[src/tps_defines.vh]
// Register offsets, field positions, reset values and code encodings for the timer prescaler
`ifndef TPS_DEFINES_VH
`define TPS_DEFINES_VH
`define TPS_ADDR_W          6
`define TPS_OFS_FLAGS       6'h00
`define TPS_OFS_MASK        6'h04
`define TPS_OFS_SFC         6'h08
`define TPS_OFS_CSEL        6'h0c
`define TPS_OFS_T0CTRL      6'h10
`define TPS_OFS_T0CNT       6'h14
`define TPS_OFS_STATUS      6'h18
`define TPS_BIT_CMP0        0
`define TPS_BIT_OVF0        1
`define TPS_BIT_PSR_SHARED  0
`define TPS_BIT_PSR_ASYNC   1
`define TPS_BIT_SYNC_HOLD   7
`define TPS_BIT_COMPAT      6
`define TPS_FLAGS_RESET     8'h00
`define TPS_CS_STOP         3'h0
`define TPS_CS_DIRECT       3'h1
`define TPS_CS_DIV8         3'h2
`define TPS_CS_DIV64        3'h3
`define TPS_CS_DIV256       3'h4
`define TPS_CS_DIV1024      3'h5
`define TPS_CS_EXT_FALL     3'h6
`define TPS_CS_EXT_RISE     3'h7
`define TPS_PRE_W           10
`define TPS_WGM_NORMAL      2'h0
`define TPS_WGM_PCPWM       2'h1
`define TPS_WGM_CTC         2'h2
`define TPS_WGM_FAST        2'h3
`define TPS_RESP_OKAY       2'h0
`define TPS_RESP_SLVERR     2'h2
`endif

[src/tps_timer_prescaler.v]
// Shared timer prescaler, clock select, external clock sync and timer 0 flags
//
// The AXI4-Lite slave port and the register offsets were left to the implementer.
`timescale 1ns/1ps
`include "tps_defines.vh"
module tps_timer_prescaler #(
  parameter PRE_W = `TPS_PRE_W
) (
  input  wire        ref_clk,
  input  wire        rstn,
  input  wire [5:0]  s_axi_awaddr,
  input  wire        s_axi_awvalid,
  output wire        s_axi_awready,
  input  wire [31:0] s_axi_wdata,
  input  wire [3:0]  s_axi_wstrb,
  input  wire        s_axi_wvalid,
  output wire        s_axi_wready,
  output reg  [1:0]  s_axi_bresp,
  output reg         s_axi_bvalid,
  input  wire        s_axi_bready,
  input  wire [5:0]  s_axi_araddr,
  input  wire        s_axi_arvalid,
  output wire        s_axi_arready,
  output reg  [31:0] s_axi_rdata,
  output reg  [1:0]  s_axi_rresp,
  output reg         s_axi_rvalid,
  input  wire        s_axi_rready,
  input  wire        ext_timer_clock_pin0,
  input  wire        ext_timer_clock_pin1,
  input  wire        cpu_status_word_ie,
  input  wire        ovf0_vector_ack,
  input  wire        cmp0_vector_ack,
  output wire        ovf0_irq,
  output wire        cmp0_irq,
  output reg         timer1_tick,
  output reg         timer3_tick,
  output wire        timer3_available,
  output reg  [7:0]  timer0_count
);

  // AXI4-Lite write capture
  reg        aw_held;
  reg        w_held;
  reg [5:0]  aw_addr;
  reg [31:0] w_data;
  reg [3:0]  w_strb;
  assign s_axi_awready = !aw_held && !s_axi_bvalid;
  assign s_axi_wready  = !w_held && !s_axi_bvalid;
  assign s_axi_arready = !s_axi_rvalid;

  wire [5:0]  wr_addr = aw_held ? aw_addr : s_axi_awaddr;
  wire [31:0] wr_data = w_held ? w_data : s_axi_wdata;
  wire [3:0]  wr_strb = w_held ? w_strb : s_axi_wstrb;
  wire        wr_fire = (aw_held || (s_axi_awvalid && s_axi_awready)) &&
                        (w_held || (s_axi_wvalid && s_axi_wready));
  wire        wr_lane0 = wr_fire && wr_strb[0];
  wire        wr_map  = (wr_addr == `TPS_OFS_FLAGS) || (wr_addr == `TPS_OFS_MASK) ||
                        (wr_addr == `TPS_OFS_SFC) || (wr_addr == `TPS_OFS_CSEL) ||
                        (wr_addr == `TPS_OFS_T0CTRL) || (wr_addr == `TPS_OFS_T0CNT);

  // Registers
  reg [7:0]  timer_interrupt_mask;
  reg        timer_sync_hold;
  reg        compat_mode;
  reg        shared_prescaler_reset;
  reg        async_prescaler_reset;
  reg [2:0]  clock_select_field0;
  reg [2:0]  clock_select_field1;
  reg [2:0]  clock_select_field3;
  reg [7:0]  cmp0_value;
  reg [1:0]  wgm0;
  reg        ovf0_flag;
  reg        cmp0_flag;
  reg        count_down;
  reg [PRE_W-1:0] prescaler;

  wire cmp0_irq_enable = timer_interrupt_mask[`TPS_BIT_CMP0];
  wire ovf0_irq_enable = timer_interrupt_mask[`TPS_BIT_OVF0];
  wire sfc_wr   = wr_lane0 && (wr_addr == `TPS_OFS_SFC);
  wire flags_wr = wr_lane0 && (wr_addr == `TPS_OFS_FLAGS);
  wire cnt_wr   = wr_lane0 && (wr_addr == `TPS_OFS_T0CNT);

  always @(posedge ref_clk)
  begin
    if (!rstn)
    begin
      aw_held <= 1'b0;
      w_held <= 1'b0;
      aw_addr <= 6'h00;
      w_data <= 32'h0000_0000;
      w_strb <= 4'h0;
      s_axi_bvalid <= 1'b0;
      s_axi_bresp <= `TPS_RESP_OKAY;
    end
    else
    begin
      if (wr_fire)
      begin
        aw_held <= 1'b0;
        w_held <= 1'b0;
        s_axi_bvalid <= 1'b1;
        s_axi_bresp <= wr_map ? `TPS_RESP_OKAY : `TPS_RESP_SLVERR;
      end
      else
      begin
        if (s_axi_awvalid && s_axi_awready)
        begin
          aw_held <= 1'b1;
          aw_addr <= s_axi_awaddr;
        end
        if (s_axi_wvalid && s_axi_wready)
        begin
          w_held <= 1'b1;
          w_data <= s_axi_wdata;
          w_strb <= s_axi_wstrb;
        end
        if (s_axi_bvalid && s_axi_bready)
          s_axi_bvalid <= 1'b0;
      end
    end
  end

  // Control registers
  always @(posedge ref_clk)
  begin
    if (!rstn)
    begin
      timer_interrupt_mask <= 8'h00;
      timer_sync_hold <= 1'b0;
      compat_mode <= 1'b0;
      shared_prescaler_reset <= 1'b0;
      async_prescaler_reset <= 1'b0;
      clock_select_field0 <= `TPS_CS_STOP;
      clock_select_field1 <= `TPS_CS_STOP;
      clock_select_field3 <= `TPS_CS_STOP;
      cmp0_value <= 8'h00;
      wgm0 <= `TPS_WGM_NORMAL;
    end
    else
    begin
      if (wr_lane0 && wr_addr == `TPS_OFS_MASK)
        timer_interrupt_mask <= wr_data[7:0];
      if (sfc_wr)
      begin
        timer_sync_hold <= wr_data[`TPS_BIT_SYNC_HOLD];
        compat_mode <= wr_data[`TPS_BIT_COMPAT];
        if (wr_data[`TPS_BIT_SYNC_HOLD])
        begin
          shared_prescaler_reset <= wr_data[`TPS_BIT_PSR_SHARED];
          async_prescaler_reset <= wr_data[`TPS_BIT_PSR_ASYNC];
        end
        else
        begin
          // One-cycle pulse on write; cleared next cycle
          shared_prescaler_reset <= wr_data[`TPS_BIT_PSR_SHARED];
          async_prescaler_reset <= wr_data[`TPS_BIT_PSR_ASYNC];
        end
      end
      else if (!timer_sync_hold)
      begin
        shared_prescaler_reset <= 1'b0;
        async_prescaler_reset <= 1'b0;
      end
      if (wr_lane0 && wr_addr == `TPS_OFS_CSEL)
      begin
        clock_select_field0 <= wr_data[2:0];
        clock_select_field1 <= wr_data[6:4];
        clock_select_field3 <= wr_data[10:8];
      end
      if (wr_lane0 && wr_addr == `TPS_OFS_T0CTRL)
      begin
        cmp0_value <= wr_data[7:0];
        wgm0 <= wr_data[9:8];
      end
    end
  end

  // Free-running shared prescaler
  always @(posedge ref_clk)
  begin
    if (!rstn)
      prescaler <= {PRE_W{1'b0}};
    else if (shared_prescaler_reset)
      prescaler <= {PRE_W{1'b0}};
    else
      prescaler <= prescaler + {{(PRE_W-1){1'b0}}, 1'b1};
  end

  // Taps fire while the low bits are all ones, the cycle before they roll over to zero
  wire tap8    = (prescaler[2:0] == 3'h7);
  wire tap16   = (prescaler[3:0] == 4'hf);
  wire tap32   = (prescaler[4:0] == 5'h1f);
  wire tap64   = (prescaler[5:0] == 6'h3f);
  wire tap256  = (prescaler[7:0] == 8'hff);
  wire tap1024 = (prescaler[9:0] == 10'h3ff);

  // Pin held as the clock falls, as a latch open while high; then three flops
  reg [1:0] pin_latch;
  reg [1:0] sync1;
  reg [1:0] sync2;
  reg [1:0] sync3;
  wire [1:0] pin_in = {ext_timer_clock_pin1, ext_timer_clock_pin0};
  always @(negedge ref_clk)
    pin_latch <= pin_in;
  always @(posedge ref_clk)
  begin
    if (!rstn)
    begin
      sync1 <= 2'h0;
      sync2 <= 2'h0;
      sync3 <= 2'h0;
    end
    else
    begin
      sync1 <= pin_latch;
      sync2 <= sync1;
      sync3 <= sync2;
    end
  end
  wire [1:0] ext_rise = sync2 & ~sync3;
  wire [1:0] ext_fall = ~sync2 & sync3;

  // Clock select per timer
  function tick_sel;
    input [2:0] cs;
    input       rise;
    input       fall;
    input       is_t3;
    begin
      case (cs)
        `TPS_CS_STOP:     tick_sel = 1'b0;
        `TPS_CS_DIRECT:   tick_sel = 1'b1;
        `TPS_CS_DIV8:     tick_sel = tap8;
        `TPS_CS_DIV64:    tick_sel = tap64;
        `TPS_CS_DIV256:   tick_sel = tap256;
        `TPS_CS_DIV1024:  tick_sel = tap1024;
        `TPS_CS_EXT_FALL: tick_sel = is_t3 ? tap16 : fall;
        `TPS_CS_EXT_RISE: tick_sel = is_t3 ? tap32 : rise;
        default:          tick_sel = 1'b0;
      endcase
    end
  endfunction

  wire halt_psc = shared_prescaler_reset;
  wire t0_tick  = !halt_psc && tick_sel(clock_select_field0, ext_rise[0], ext_fall[0], 1'b0);
  wire t1_tick  = !halt_psc && tick_sel(clock_select_field1, ext_rise[1], ext_fall[1], 1'b0);
  wire t3_tick  = !halt_psc && !compat_mode &&
                  tick_sel(clock_select_field3, 1'b0, 1'b0, 1'b1);
  assign timer3_available = !compat_mode;

  always @(posedge ref_clk)
  begin
    if (!rstn)
    begin
      timer1_tick <= 1'b0;
      timer3_tick <= 1'b0;
    end
    else
    begin
      timer1_tick <= t1_tick;
      timer3_tick <= t3_tick;
    end
  end

  // Timer 0 counter
  wire [7:0] top0 = (wgm0 == `TPS_WGM_CTC) ? cmp0_value : 8'hff;
  wire       match0 = (timer0_count == cmp0_value);
  reg  [7:0] next_count;
  reg        next_down;
  reg        ovf_event;
  always @*
  begin
    next_count = timer0_count;
    next_down = count_down;
    ovf_event = 1'b0;
    if (t0_tick)
    begin
      if (wgm0 == `TPS_WGM_PCPWM)
      begin
        if (!count_down && timer0_count == 8'hff)
        begin
          next_down = 1'b1;
          next_count = 8'hfe;
        end
        else if (count_down && timer0_count == 8'h00)
        begin
          next_down = 1'b0;
          next_count = 8'h01;
          ovf_event = 1'b1;
        end
        else
          next_count = count_down ? timer0_count - 8'h01 : timer0_count + 8'h01;
      end
      else if (timer0_count == top0)
      begin
        next_count = 8'h00;
        ovf_event = (wgm0 != `TPS_WGM_CTC) || (top0 == 8'hff);
      end
      else
        next_count = timer0_count + 8'h01;
    end
  end

  wire cmp_event = t0_tick && match0 && !cnt_wr;
  wire ovf_clr = ovf0_vector_ack || (flags_wr && wr_data[`TPS_BIT_OVF0]);
  wire cmp_clr = cmp0_vector_ack || (flags_wr && wr_data[`TPS_BIT_CMP0]);
  wire [7:0] flags_reset = `TPS_FLAGS_RESET;

  always @(posedge ref_clk)
  begin
    if (!rstn)
    begin
      timer0_count <= 8'h00;
      count_down <= 1'b0;
      ovf0_flag <= flags_reset[`TPS_BIT_OVF0];
      cmp0_flag <= flags_reset[`TPS_BIT_CMP0];
    end
    else
    begin
      timer0_count <= cnt_wr ? wr_data[7:0] : next_count;
      count_down <= next_down;
      if (ovf_event)
        ovf0_flag <= 1'b1;
      else if (ovf_clr)
        ovf0_flag <= 1'b0;
      if (cmp_event)
        cmp0_flag <= 1'b1;
      else if (cmp_clr)
        cmp0_flag <= 1'b0;
    end
  end

  assign cmp0_irq = cpu_status_word_ie && cmp0_irq_enable && cmp0_flag;
  assign ovf0_irq = cpu_status_word_ie && ovf0_irq_enable && ovf0_flag;

  // Read channel
  wire [7:0] timer_interrupt_flags = {6'h00, ovf0_flag, cmp0_flag};
  always @(posedge ref_clk)
  begin
    if (!rstn)
    begin
      s_axi_rvalid <= 1'b0;
      s_axi_rdata <= 32'h0000_0000;
      s_axi_rresp <= `TPS_RESP_OKAY;
    end
    else if (s_axi_arvalid && s_axi_arready)
    begin
      s_axi_rvalid <= 1'b1;
      s_axi_rresp <= `TPS_RESP_OKAY;
      case (s_axi_araddr)
        `TPS_OFS_FLAGS:  s_axi_rdata <= {24'h0, timer_interrupt_flags};
        `TPS_OFS_MASK:   s_axi_rdata <= {24'h0, timer_interrupt_mask};
        `TPS_OFS_SFC:    s_axi_rdata <= {24'h0, timer_sync_hold, compat_mode, 4'h0,
                                         async_prescaler_reset, shared_prescaler_reset};
        `TPS_OFS_CSEL:   s_axi_rdata <= {21'h0, clock_select_field3, 1'b0,
                                         clock_select_field1, 1'b0, clock_select_field0};
        `TPS_OFS_T0CTRL: s_axi_rdata <= {22'h0, wgm0, cmp0_value};
        `TPS_OFS_T0CNT:  s_axi_rdata <= {24'h0, timer0_count};
        `TPS_OFS_STATUS: s_axi_rdata <= {24'h0, count_down, sync2[1], sync2[0],
                                         prescaler[4:0]};
        default:
        begin
          s_axi_rdata <= 32'h0000_0000;
          s_axi_rresp <= `TPS_RESP_SLVERR;
        end
      endcase
    end
    else if (s_axi_rvalid && s_axi_rready)
      s_axi_rvalid <= 1'b0;
  end

endmodule // tps_timer_prescaler

[config.mk]
export PLATFORM = sky130hd
export DESIGN_NAME = tps_timer_prescaler
export DESIGN_NICKNAME = d
export VERILOG_FILES = /design/src/tps_timer_prescaler.v
export VERILOG_INCLUDE_DIRS = /design/src
export SDC_FILE = /design/constraint.sdc
export NUM_CORES = 1
export LEC_CHECK = 0
export BUFFER_PORTS_ARGS = -buffer_cell sky130_fd_sc_hd__clkbuf_2
export CORE_MARGIN = 1.5
export CORE_UTILIZATION = 50
export DETAILED_ROUTE_END_ITERATION = 7
export GPL_TIMING_DRIVEN = 1
export PLACE_DENSITY_LB_ADDON = 0.08
export SLEW_MARGIN = 20
export SYNTH_ARGS = -nofsm -noshare
export SYNTH_HDL_FRONTEND = slang
export SYNTH_SLANG_ARGS = --single-unit
[constraint.sdc]
create_clock -name ref_clk -period 2.4 [get_ports ref_clk]
set_input_delay 0 -clock ref_clk [delete_from_list [all_inputs] [get_ports ref_clk]]
set_output_delay 0 -clock ref_clk [all_outputs]
set_load 0.01 [all_outputs]
==> summary.txt, run 1 <==
GRT
  • Largest net degree at the start of global routing: 60
  • Total GRT Usage: approximately a quarter
  • Initial antenna violation count: 0
  • Overall overflow remaining after global route: 0
  • Via count of the first global-routing pass: 4734
  • Global-route wire length before repair: 24000 um

Layout
  • Antenna fix cells: 0
  • Core utilization of the finished layout: 59.8%
  • Layout overhead on the synthesized area: 16.3%
  • Layout Cell Area excl Fill: approximately 0.0065 mm^2
  • Count of non-filler cells in the finished layout: roughly 880
  • Fraction of layout instances using a drive strength above 1: 19.1%
  • Number of nets in the layout: between 700 and 800

Critical path
  • Data arrival at the endpoint of the critical path: about 2.5 ns
  • Type of the worst setup path: register to register
  • Critical path startpoint: prescaler[0]
  • Worst EP required: 2.72 ns
  • FF-to-FF path depth: 9
  • Worst flop-to-flop path startpoint: prescaler[0]
  • Startpoint type of the worst setup path: register
  • Critical Path End Type: register
  • Reg-to-reg critical path endpoint: timer0_count[7]
  • Critical Path Sink: timer0_count[7]
  • Slack of the worst reg-to-reg path: between 0.2 and 0.25 ns
  • Biggest fanout along the worst timing path: 6

Placed design
  • Number of I/O port buffers: 66
  • Detailed Place HPWL: 10600 um
  • Number of placed instances, taps included: about 840
  • Area of placed instances: slightly above 0.006 mm^2
  • RePlAce Congestion: 0.887
  • Pre-CTS WS: between 0.2 and 0.25 ns

Synthesis
  • Top cells by area in the synthesized netlist: sky130_fd_sc_hd__dfxtp_1 35%, sky130_fd_sc_hd__mux2i_1 6.8%, sky130_fd_sc_hd__nand2_1 4.8%
  • Count of flip-flops with a built-in enable after synthesis: 0
  • Sequential fraction of the synthesis area: around a third
  • Library cell with the highest instance count after synthesis: sky130_fd_sc_hd__dfxtp_1
  • Cell area after synthesis: about 0.0056 mm^2
  • Number of warnings printed during yosys synthesis: 0
  • Share of flip-flops with an asynchronous set or reset after synthesis: 0%
  • Avg Synthesized Cell Area: slightly below 9 um^2
  • Distinct cell type count of the synthesized netlist: a little under 90
  • Number of cells produced by synthesis: between 600 and 700
  • Synth top area share: between 30% and 40%
  • Area leader, netlist: sky130_fd_sc_hd__dfxtp_1
  • FF+latch count, synth: 97
  • Most frequently used flop master after synthesis: sky130_fd_sc_hd__dfxtp_1
  • Most instantiated cells after synthesis: 97 x sky130_fd_sc_hd__dfxtp_1, 72 x sky130_fd_sc_hd__nand2_1, 38 x sky130_fd_sc_hd__mux2i_1

Min path
  • Hold crit path type: input port to register
  • Hold Startpoint: rstn

STA
  • Number of hold violations in the final report: 0
  • Part of the cycle the worst path needs: 90.8%
  • Highest achievable clock rate: 459 MHz
  • Slew Viols, Final: 0
  • Unrepaired setup endpoints after global routing: no
  • Max transition margin: approximately 57%
  • Number of setup violations in the final report: 0
  • Worst Setup Slack, final: 0.220 ns
  • Slew at the pin closest to its max-slew limit: ~0.63 ns
  • Final worst clock skew: approximately 0.033 ns
  • Minimum clock period: between 2 and 2.5 ns
  • Sum of negative setup slack: 0 ns

Clock network
  • Clock root buffer: sky130_fd_sc_hd__clkbuf_8
  • Clock Sinks: between 90 and 100
  • CTS buffer count: 9
  • Clock latency on the worst-skew pair: 0.40 ns
  • CTS tree: yes
  • Number of buffers between clock root and the deepest sink: 2
  • H-tree lvl count: 3
  • Clock-pin slew on the worst setup and hold paths: roughly 0.10 ns

Power and ir drop
  • Worst supply voltage drop on vdd: between 0.0002 and 0.0003 V
  • Pwr per Cell Area: between 400 and 500 mW/mm^2
  • Switching portion of total power: 27.7%
  • Pint: between 2 and 2.5 mW
  • Part of the total power dissipated in sequential elements: a little over half
  • Power share of the clock group: about a third
  • Net switching power: ~0.87 mW
  • LEAKAGE: 2.88 nW
  • Gate power share: between 10% and 20%

Floorplanning
  • Top Ports: approximately 110
  • Core Box Area: 0.0109 mm^2
  • Height of the chip: ~110 um
  • Overall die area: 0.0118 mm^2
  • Die X: 109 um
  • Initial Utilization: about half
  • Row cnt: 38

Detailed routing
  • DRC viols: 0
  • Wirelength, routed: 14800 um
  • Number of nets still failing antenna checks after routing: 0
  • Number of vias after detailed routing: just over 5000
  • Wire length per cell: around 17 um
  • Vias per std cell: between 5 and 6
  • Starting DRC count in detailed routing: 340
  • Count of TritonRoute iterations in the first routing pass: 6

Outcome
  • Outcome: finished clean

Flow run
  • Number of violations of the max-capacitance limit: 0
-- cell usage in the layout (no fill, tap or decap), types with 4 or more instances in the layout --
cell type                       synthesis  routed
sky130_fd_sc_hd__xnor2_1                7       7
sky130_fd_sc_hd__o211a_1               19      19
sky130_fd_sc_hd__mux2i_1               38      38
sky130_fd_sc_hd__nand4_1                6       6
sky130_fd_sc_hd__clkinvlp_4             0       4
sky130_fd_sc_hd__dfxtp_1               97      97
sky130_fd_sc_hd__and3_1                10      10
sky130_fd_sc_hd__nand3b_1               7       7
sky130_fd_sc_hd__conb_1                 1      23
sky130_fd_sc_hd__clkbuf_2               0      66
sky130_fd_sc_hd__ha_1                   6       6
sky130_fd_sc_hd__o22ai_1                6       6
sky130_fd_sc_hd__nand3_1               12      12
sky130_fd_sc_hd__a21oi_1               28      28
sky130_fd_sc_hd__xor2_1                12      12
sky130_fd_sc_hd__and2_1                15      15
sky130_fd_sc_hd__clkbuf_8               0       9
sky130_fd_sc_hd__nor2b_1               30      30
sky130_fd_sc_hd__o21ai_0               22      22
sky130_fd_sc_hd__a22o_1                 4       4
sky130_fd_sc_hd__a31oi_1                4       4
sky130_fd_sc_hd__nor2_1                31      31
sky130_fd_sc_hd__nand2_1               72      72
sky130_fd_sc_hd__nor3_1                 9       9
sky130_fd_sc_hd__o21ai_1                5       5
sky130_fd_sc_hd__inv_1                 21      22
sky130_fd_sc_hd__nand2b_1               9       9
sky130_fd_sc_hd__o31ai_1                5       5
sky130_fd_sc_hd__dlygate4sd3_1          0      25
sky130_fd_sc_hd__buf_4                 23      29
sky130_fd_sc_hd__o21a_1                 6       6
sky130_fd_sc_hd__a21boi_0              10      10
sky130_fd_sc_hd__a32oi_1                5       5
sky130_fd_sc_hd__nand4bb_1              5       5
-- worst min-delay path by stage --
stage,cells past startpoint,slack (ns),endpoint
2_1_floorplan,1,0.14,s_axi_rvalid
3_3_place_gp,2,0.24,s_axi_rvalid
3_5_place_dp,2,0.25,s_axi_rvalid
4_1_cts,2,0.21,s_axi_rdata[2]
5_1_grt,2,0.26,s_axi_rdata[2]
6_report,2,0.21,s_axi_rdata[2]
-- final cells by class --
class	instances	area, um^2
multi-input cells	481	3300
flip-flops and latches	97	1940
clock inverters	8	47.5
well taps	140	175
inverters	21	78.8
clock buffers	10	149
repair buffers	121	818
fillers	1018	4380
-- registers in the layout, indices dropped and copies added, names as in the netlist, 2 cells and up --
name	count
s_axi_rdata	11
w_data	11
prescaler	10
cmp0_value	8
timer0_count	8
timer_interrupt_mask	8
aw_addr	6
clock_select_field0	3
clock_select_field1	3
clock_select_field3	3
pin_latch	2
sync1	2
sync2	2
sync3	2
wgm0	2
-- kinds of logic (layout without fill, tap and decap cells) --
logic type	Yosys count	after routing	synth area share, %
AOI/OAI and AO/OA	157	157	20.8
other	1	23	0.0670
muxes	44	44	8.41
and+or+nand+nor	232	232	23.7
adders and majority gates	6	6	1.34
xor gates and xnor gates	19	19	2.97
buffers and inverters	86	160	8.00
DFF	97	97	34.7
-- worst max-delay path: stages, from the launching register on --
cell                        delay, ns
sky130_fd_sc_hd__dfxtp_1         0.40
sky130_fd_sc_hd__ha_1            0.21
sky130_fd_sc_hd__nand3_2         0.12
sky130_fd_sc_hd__inv_2           0.10
sky130_fd_sc_hd__and3_1          0.24
sky130_fd_sc_hd__o31ai_2         0.10
sky130_fd_sc_hd__buf_4           0.16
sky130_fd_sc_hd__or2_0           0.33
sky130_fd_sc_hd__a2111oi_2       0.32
sky130_fd_sc_hd__o21a_1          0.16
-- routing by layer --
layer	up-vias	GRT usage (%)	routed length, um
li1	2448	-	-
met1	2424	33.6	6490
met2	172	45.1	7280
met3	22	3.77	740
met4	0	8.65	297
met5	-	0	0
-- per-stage QoR --
step           hold slack, ns  power [mW]
3_3_place_gp            0.237        2.11
5_1_grt                 0.264        3.28
3_5_place_dp            0.250        2.12
4_1_cts                 0.209        3.16
2_1_floorplan           0.138        2.01
6_report                0.209        3.15
-- power by group through the flow --
| stage | combinational (mW) | clock (mW) | sequential, mW |
|---|---|---|---|
| 2_1_floorplan | 0.289 | 0.00783 | 1.71 |
| 3_3_place_gp | 0.380 | 0.00783 | 1.72 |
| 3_5_place_dp | 0.390 | 0.00783 | 1.72 |
| 4_1_cts | 0.423 | 1.06 | 1.68 |
| 5_1_grt | 0.465 | 1.13 | 1.69 |
| 6_report | 0.424 | 1.04 | 1.68 |
-- what timing repair did --
item / CTS / global route
setup buffers: 0 / 0
resized for setup: 0 / 1
endpoints found under the setup margin: 0 / 1
hold buffers: 25 / 0
hold endpoints to repair: 24 / 0
Power figures use the tool's default switching activity.
==> run 2: changes to the inputs <==
Settings changed: BUFFER_PORTS_ARGS -buffer_cell sky130_fd_sc_hd__clkbuf_2 to -buffer_cell sky130_fd_sc_hd__buf_2, PLACE_DENSITY set to 0.74, PLACE_DENSITY_LB_ADDON 0.08 to unset.
==> run 2 against run 1 <==
Flip-flop and latch count stayed put. Sequential share of layout area increased by 0.11 points. Count of clock-buffer cells in the layout fell by 1. Hold slack worse by 0.061 ns. Largest cell class unchanged. Clock power rose by 13%. Maximum frequency shrank 2.2%. Combinational power decreased by 2%. First-iteration DRC count down 18%. Power up 3.8%. Utilization shrank 0.22 points. Non-clock buffer count is 6 lower. Global-route usage down 0.84 points.
==> summary.txt, run 2 (synthesis gave the netlist of run 1 again) <==
Critical path
  • Worst EP required: ~2.7 ns
  • Reg-to-reg critical path endpoint: timer_interrupt_mask[1]
  • Critical Path End Type: register
  • Type of the worst setup path: register to register
  • Worst flop-to-flop path startpoint: aw_held
  • Biggest fanout along the worst timing path: 16
  • Slack of the worst reg-to-reg path: between 0.15 and 0.2 ns
  • FF-to-FF path depth: 6
  • Critical Path Sink: timer_interrupt_mask[1]
  • Critical path startpoint: aw_held
  • Data arrival at the endpoint of the critical path: 2.51 ns
  • Startpoint type of the worst setup path: register

Layout
  • Number of inserted filler cells in the final layout: 979
  • Antenna fix cells: 0
  • Count of non-filler cells in the finished layout: a little under 900
  • Registers with the most flip-flops: s_axi_rdata (11), w_data (11), prescaler (10)
  • Layout overhead on the synthesized area: 15.8%
  • Top library cells by usage in the layout, fill and taps aside: 97 x sky130_fd_sc_hd__dfxtp_1, 72 x sky130_fd_sc_hd__nand2_1, 66 x sky130_fd_sc_hd__buf_2
  • Number of nets in the layout: 793
  • Commonest non-fill, non-tap cell in the layout: sky130_fd_sc_hd__dfxtp_1
  • Fraction of layout instances using a drive strength above 1: roughly 18%
  • Layout Cell Area excl Fill: approximately 0.0065 mm^2

GRT
  • Via count of the first global-routing pass: between 4000 and 5000
  • Overall overflow remaining after global route: 0
  • Total GRT Usage: 25.4%
  • Global-route wire length before repair: about 23000 um
  • Largest net degree at the start of global routing: 49
  • Initial antenna violation count: 0

Placed design
  • Area of placed instances: about 0.0060 mm^2
  • Number of I/O port buffers: 66
  • Number of placed instances, taps included: 830
  • Pre-CTS WS: ~0.21 ns
  • Detailed Place HPWL: around 10000 um
  • RePlAce Congestion: approximately 0.92

STA
  • Part of the cycle the worst path needs: between 90 and 100%
  • Sum of negative setup slack: 0 ns
  • Max transition margin: around half
  • Final worst clock skew: roughly 0.03 ns
  • Slew Viols, Final: 0
  • Slew at the pin closest to its max-slew limit: between 0.7 and 0.8 ns
  • Number of hold violations in the final report: 0
  • Highest achievable clock rate: about 450 MHz
  • Unrepaired setup endpoints after global routing: no
  • Minimum clock period: about 2.2 ns
  • Number of setup violations in the final report: 0
  • Worst Setup Slack, final: 0.172 ns

Clock network
  • CTS tree: yes
  • Clock Sinks: 97
  • H-tree lvl count: 3
  • Number of buffers between clock root and the deepest sink: 2
  • Clock latency on the worst-skew pair: slightly above 0.4 ns
  • Number of resized instances in the post-cts repair step: 0
  • Clock root buffer: sky130_fd_sc_hd__clkbuf_8
  • CTS buffer count: 9
  • Clock-pin slew on the worst setup and hold paths: about 0.10 ns

Power and ir drop
  • LEAKAGE: just under 3 nW
  • Power, Total: between 3 and 4 mW
  • Worst supply voltage drop on vdd: 0.000366 V
  • Pwr per Cell Area: approximately 500 mW/mm^2

Detailed routing
  • Number of vias after detailed routing: around 5000
  • DRC viols: 0
  • Count of TritonRoute iterations in the first routing pass: 5
  • Wirelength, routed: between 10000 and 15000 um
  • Starting DRC count in detailed routing: around 280
  • Number of nets still failing antenna checks after routing: 0
  • Wire length per cell: between 15 and 20 um
  • Vias per std cell: between 5 and 6

Floorplanning
  • Initial Utilization: approximately half
  • Core Box Area: approximately 0.011 mm^2
  • Overall die area: 0.0118 mm^2
  • Height of the chip: around 110 um
  • Top Ports: roughly 110
  • Row cnt: 38
  • Die X: about 110 um

Min path
  • Hold crit path type: input port to register

Outcome
  • Outcome: finished clean

Flow run
  • Number of violations of the max-capacitance limit: 0
## run 2: worst min path at each step
stage / startpoint / to / slack (ns) / cells after the start
2_1_floorplan: s_axi_arvalid / s_axi_rvalid / 0.14 / 1
3_5_place_dp: s_axi_arvalid / s_axi_rvalid / 0.24 / 2
5_1_grt: rstn / s_axi_rresp[1] / 0.18 / 3
4_1_cts: rstn / s_axi_rresp[1] / 0.15 / 3
3_3_place_gp: s_axi_arvalid / s_axi_rvalid / 0.24 / 2
6_report: rstn / s_axi_rresp[1] / 0.15 / 3
## run 2: layer usage
metal / up-vias / global-route usage [%] / share of wire, % / wire length [um]
met5: - / 0 / 0 / 0
met4: 0 / 9.49 / 1.9 / 272
met3: 22 / 4.36 / 6.6 / 944
met2: 207 / 40.8 / 46 / 6560
met1: 2372 / 34.0 / 46 / 6580
li1: 2432 / - / - / -
## run 2: timing repair
action                                  4_1_cts  5_1_grt
hold buffers                                 25        0
endpoints found under the setup margin        0        0
setup buffers                                 0        0
hold endpoints to repair                     24        0
## run 2: stage by stage
stage,util [%],hold slack (ns)
after CTS,59.5,0.150
after detailed placement,55.2,0.245
after floorplan,-,0.138
after global placement,55.2,0.245
final,59.5,0.148
after global routing,59.5,0.181
## run 2: report_power, final
| group | switching (mW) | internal, mW |
|---|---|---|
| clock | 0.620 | 0.551 |
| combinational | 0.234 | 0.183 |
| sequential | 0.0349 | 1.65 |
## run 2: layout make-up
type | instances | area, um^2 | share of cell area [%]
inverter | 21 | 78.8 | 1.22
multi-input combinational | 481 | 3290 | 50.7
sequential | 97 | 1940 | 30.0
timing repair buffer | 115 | 773 | 11.9
tap | 140 | 175 | 2.70
clock buffer | 9 | 124 | 1.91
clock inverter | 9 | 100 | 1.54
## run 2: worst max-delay path, stage by stage (launching register included)
cell                      delay (ns)
sky130_fd_sc_hd__dfxtp_1        0.45
sky130_fd_sc_hd__or4b_4         0.52
sky130_fd_sc_hd__a21oi_4        0.27
sky130_fd_sc_hd__nand3_2        0.13
sky130_fd_sc_hd__nor3_4         0.47
sky130_fd_sc_hd__nand2_1        0.13
sky130_fd_sc_hd__o211a_1        0.14
==> run 3: changes to the inputs <==
Settings changed: CORE_ASPECT_RATIO set to 1.4, CTS_BUF_LIST set to sky130_fd_sc_hd__clkbuf_8, SKIP_CTS_REPAIR_TIMING set to 1.
==> run 3 against run 2 <==
Wire length rose by 1.3%. Count of clock-buffer cells in the layout unchanged. Largest cell class unchanged. Cell area is 0.14% lower. Maximum frequency rose by 0.65%. Combinational power rose by 2%. Critical path depth grew 1. Global-route usage shrank 0.72 points. Clock skew is 0.0033 ns higher. Critical path type unchanged. Register-to-register slack is essentially flat. Final cell count grew 0.23%. Flip-flop and latch count did not move. Sequential share of layout area about the same. The run now ends with hold timing left.
==> summary.txt, run 3 (synthesis gave the netlist of run 1 again) <==
STA
  • Max transition margin: 48.3%
  • Part of the cycle the worst path needs: approximately 90%
  • Number of hold violations in the final report: 1
  • Fin Hold WS: -0.0260 ns
  • Final worst clock skew: approximately 0.033 ns
  • Minimum clock period: 2.21 ns
  • Number of setup violations in the final report: 0
  • Sum of negative setup slack: 0 ns
  • Unrepaired setup endpoints after global routing: no
  • Highest achievable clock rate: ~450 MHz
  • Slew Viols, Final: 0
  • Slew at the pin closest to its max-slew limit: a little under 0.8 ns
  • Worst Setup Slack, final: between 0.15 and 0.2 ns

Layout
  • Area of all sequential standard cells: slightly below 0.002 mm^2
  • Fraction of layout instances using a drive strength above 1: approximately a fifth
  • Count of non-filler cells in the finished layout: 874
  • Area used by multi-input combinational logic: between 0.003 and 0.004 mm^2
  • Antenna fix cells: 0
  • Number of inserted filler cells in the final layout: 954
  • Layout overhead on the synthesized area: 15.7%
  • Registers with the most flip-flops: s_axi_rdata (11), w_data (11), prescaler (10)
  • Commonest non-fill, non-tap cell in the layout: sky130_fd_sc_hd__dfxtp_1
  • Number of nets in the layout: roughly 790
  • Top library cells by usage in the layout, fill and taps aside: 97 x sky130_fd_sc_hd__dfxtp_1, 72 x sky130_fd_sc_hd__nand2_1, 66 x sky130_fd_sc_hd__buf_2

Placed design
  • Detailed Place HPWL: roughly 11000 um
  • RePlAce Congestion: between 0.9 and 1
  • Number of I/O port buffers: 66
  • Number of placed instances, taps included: approximately 830
  • Pre-CTS WS: a little under 0.2 ns

Power and ir drop
  • LEAKAGE: ~2.9 nW
  • Switching portion of total power: about a quarter
  • Worst supply voltage drop on vdd: a little under 0.0004 V
  • Net switching power: approximately 0.85 mW
  • Gate power share: between 10% and 20%
  • Pwr per Cell Area: between 400 and 500 mW/mm^2
  • Power share of the clock group: between 30% and 40%
  • Part of the total power dissipated in sequential elements: 53.2%
  • Pint: 2.32 mW

Clock network
  • CTS tree: yes
  • Number of buffers between clock root and the deepest sink: 2
  • Clock Sinks: 97
  • Clock-pin slew on the worst setup and hold paths: about 0.090 ns
  • CTS buffer count: 9
  • Clock latency on the worst-skew pair: 0.40 ns
  • H-tree lvl count: 3
  • Clock root buffer: sky130_fd_sc_hd__clkbuf_8

GRT
  • Overall overflow remaining after global route: 0
  • Global-route wire length before repair: 23100 um
  • Initial antenna violation count: 0
  • Met2 track demand over resource: between 40 and 50%
  • Most heavily used metal layer in global routing: met2
  • Met3 usage in global routing: a little under 4%
  • Via count of the first global-routing pass: 4728
  • Total GRT Usage: between 20% and 30%
  • Met1 track demand over resource in global routing: 27.7%
  • Largest net degree at the start of global routing: 65

Floorplanning
  • Die X: roughly 92 um
  • Overall die area: 0.0118 mm^2
  • Core Box Area: 0.0109 mm^2
  • Top Ports: roughly 110
  • Height of the chip: 128 um
  • Row cnt: 45
  • Initial Utilization: 51.5%

Detailed routing
  • Starting DRC count in detailed routing: 278
  • Wirelength, routed: approximately 15000 um
  • Count of TritonRoute iterations in the first routing pass: 4
  • Wire length per cell: approximately 17 um
  • Number of vias after detailed routing: between 5000 and 6000
  • Number of nets still failing antenna checks after routing: 0
  • DRC viols: 0
  • Vias per std cell: ~5.8

Outcome
  • Outcome: finished with violations
  • Violations in the final reports: hold timing

Critical path
  • Biggest fanout along the worst timing path: 10
  • Cell chain of the critical path: xor2_1 -> o31ai_1 -> a32oi_1 -> nor4_4 -> buf_4 -> o311a_1 -> a211oi_1
  • Slowest cell delay on critical path: between 0.6 and 0.7 ns
  • Data arrival at the endpoint of the critical path: 2.50 ns
  • Worst EP required: roughly 2.7 ns
  • Startpoint type of the worst setup path: register
  • Type of the worst setup path: register to register
  • Library cell contributing the largest single delay on the critical path: sky130_fd_sc_hd__dfxtp_1
  • FF-to-FF path depth: 7
  • Critical Path End Type: register

Min path
  • Worst hold stages: 3
  • Hold crit path type: input port to register

Flow run
  • Number of violations of the max-capacitance limit: 0
[run 3: cell count changes in the layout (fill, tap and decap cells not counted), sizes merged]
cell / change
buf: +2
inv: -2
dlygate4sd3: -1
clkinvlp: +3
bufinv: -1
[run 3: cell type report]
cell class | instances | share of cell area, %
Clock buffer | 9 | 1.91
Clock inverter | 9 | 1.22
Inverter | 21 | 1.22
Multi-Input combinational cell | 481 | 50.9
Sequential cell | 97 | 30.0
Tap cell | 141 | 2.73
Timing Repair Buffer | 116 | 12.0
[run 3: final timing paths]
kind	start	to	slack, ns
setup / recovery	timer0_count[7]	timer0_count[4]	0.19
hold / removal	s_axi_awaddr[4]	aw_addr[4]	-0.03
setup reg to reg	timer0_count[7]	timer0_count[4]	0.19
hold reg to reg	compat_mode	timer3_tick	0.45
[run 3: per-layer routing]
layer / part of all wire [%] / up-vias
met4: 4.3 / 0
met5: 0 / -
met1: 39 / 2391
met2: 52 / 182
met3: 4.4 / 42
li1: - / 2439
[run 3: per-stage QoR]
step	power [mW]	util, %	instance area [um^2]
after floorplan	2.01	-	5680
after global placement	2.10	55.5	6030
after detailed placement	2.12	55.5	6030
after CTS	3.16	57.3	6230
after global routing	3.31	59.6	6470
final	3.17	59.6	6470
[run 3: power groups by stage]
stage                     clock, mW  sequential [mW]  combinational [mW]
after CTS                      1.09             1.68               0.389
after detailed placement    0.00783             1.72               0.387
after floorplan             0.00783             1.71               0.289
final                          1.06             1.68               0.425
after global routing           1.16             1.69               0.459
after global placement      0.00783             1.72               0.377
[run 3: worst max-delay path: cells and delay by family (launching register included)]
kind,cells,cell delay (ns)
compound gates,4,0.93
xor+xnor,1,0.25
buf+inv,1,0.19
flops,1,0.67
simple gates,1,0.08
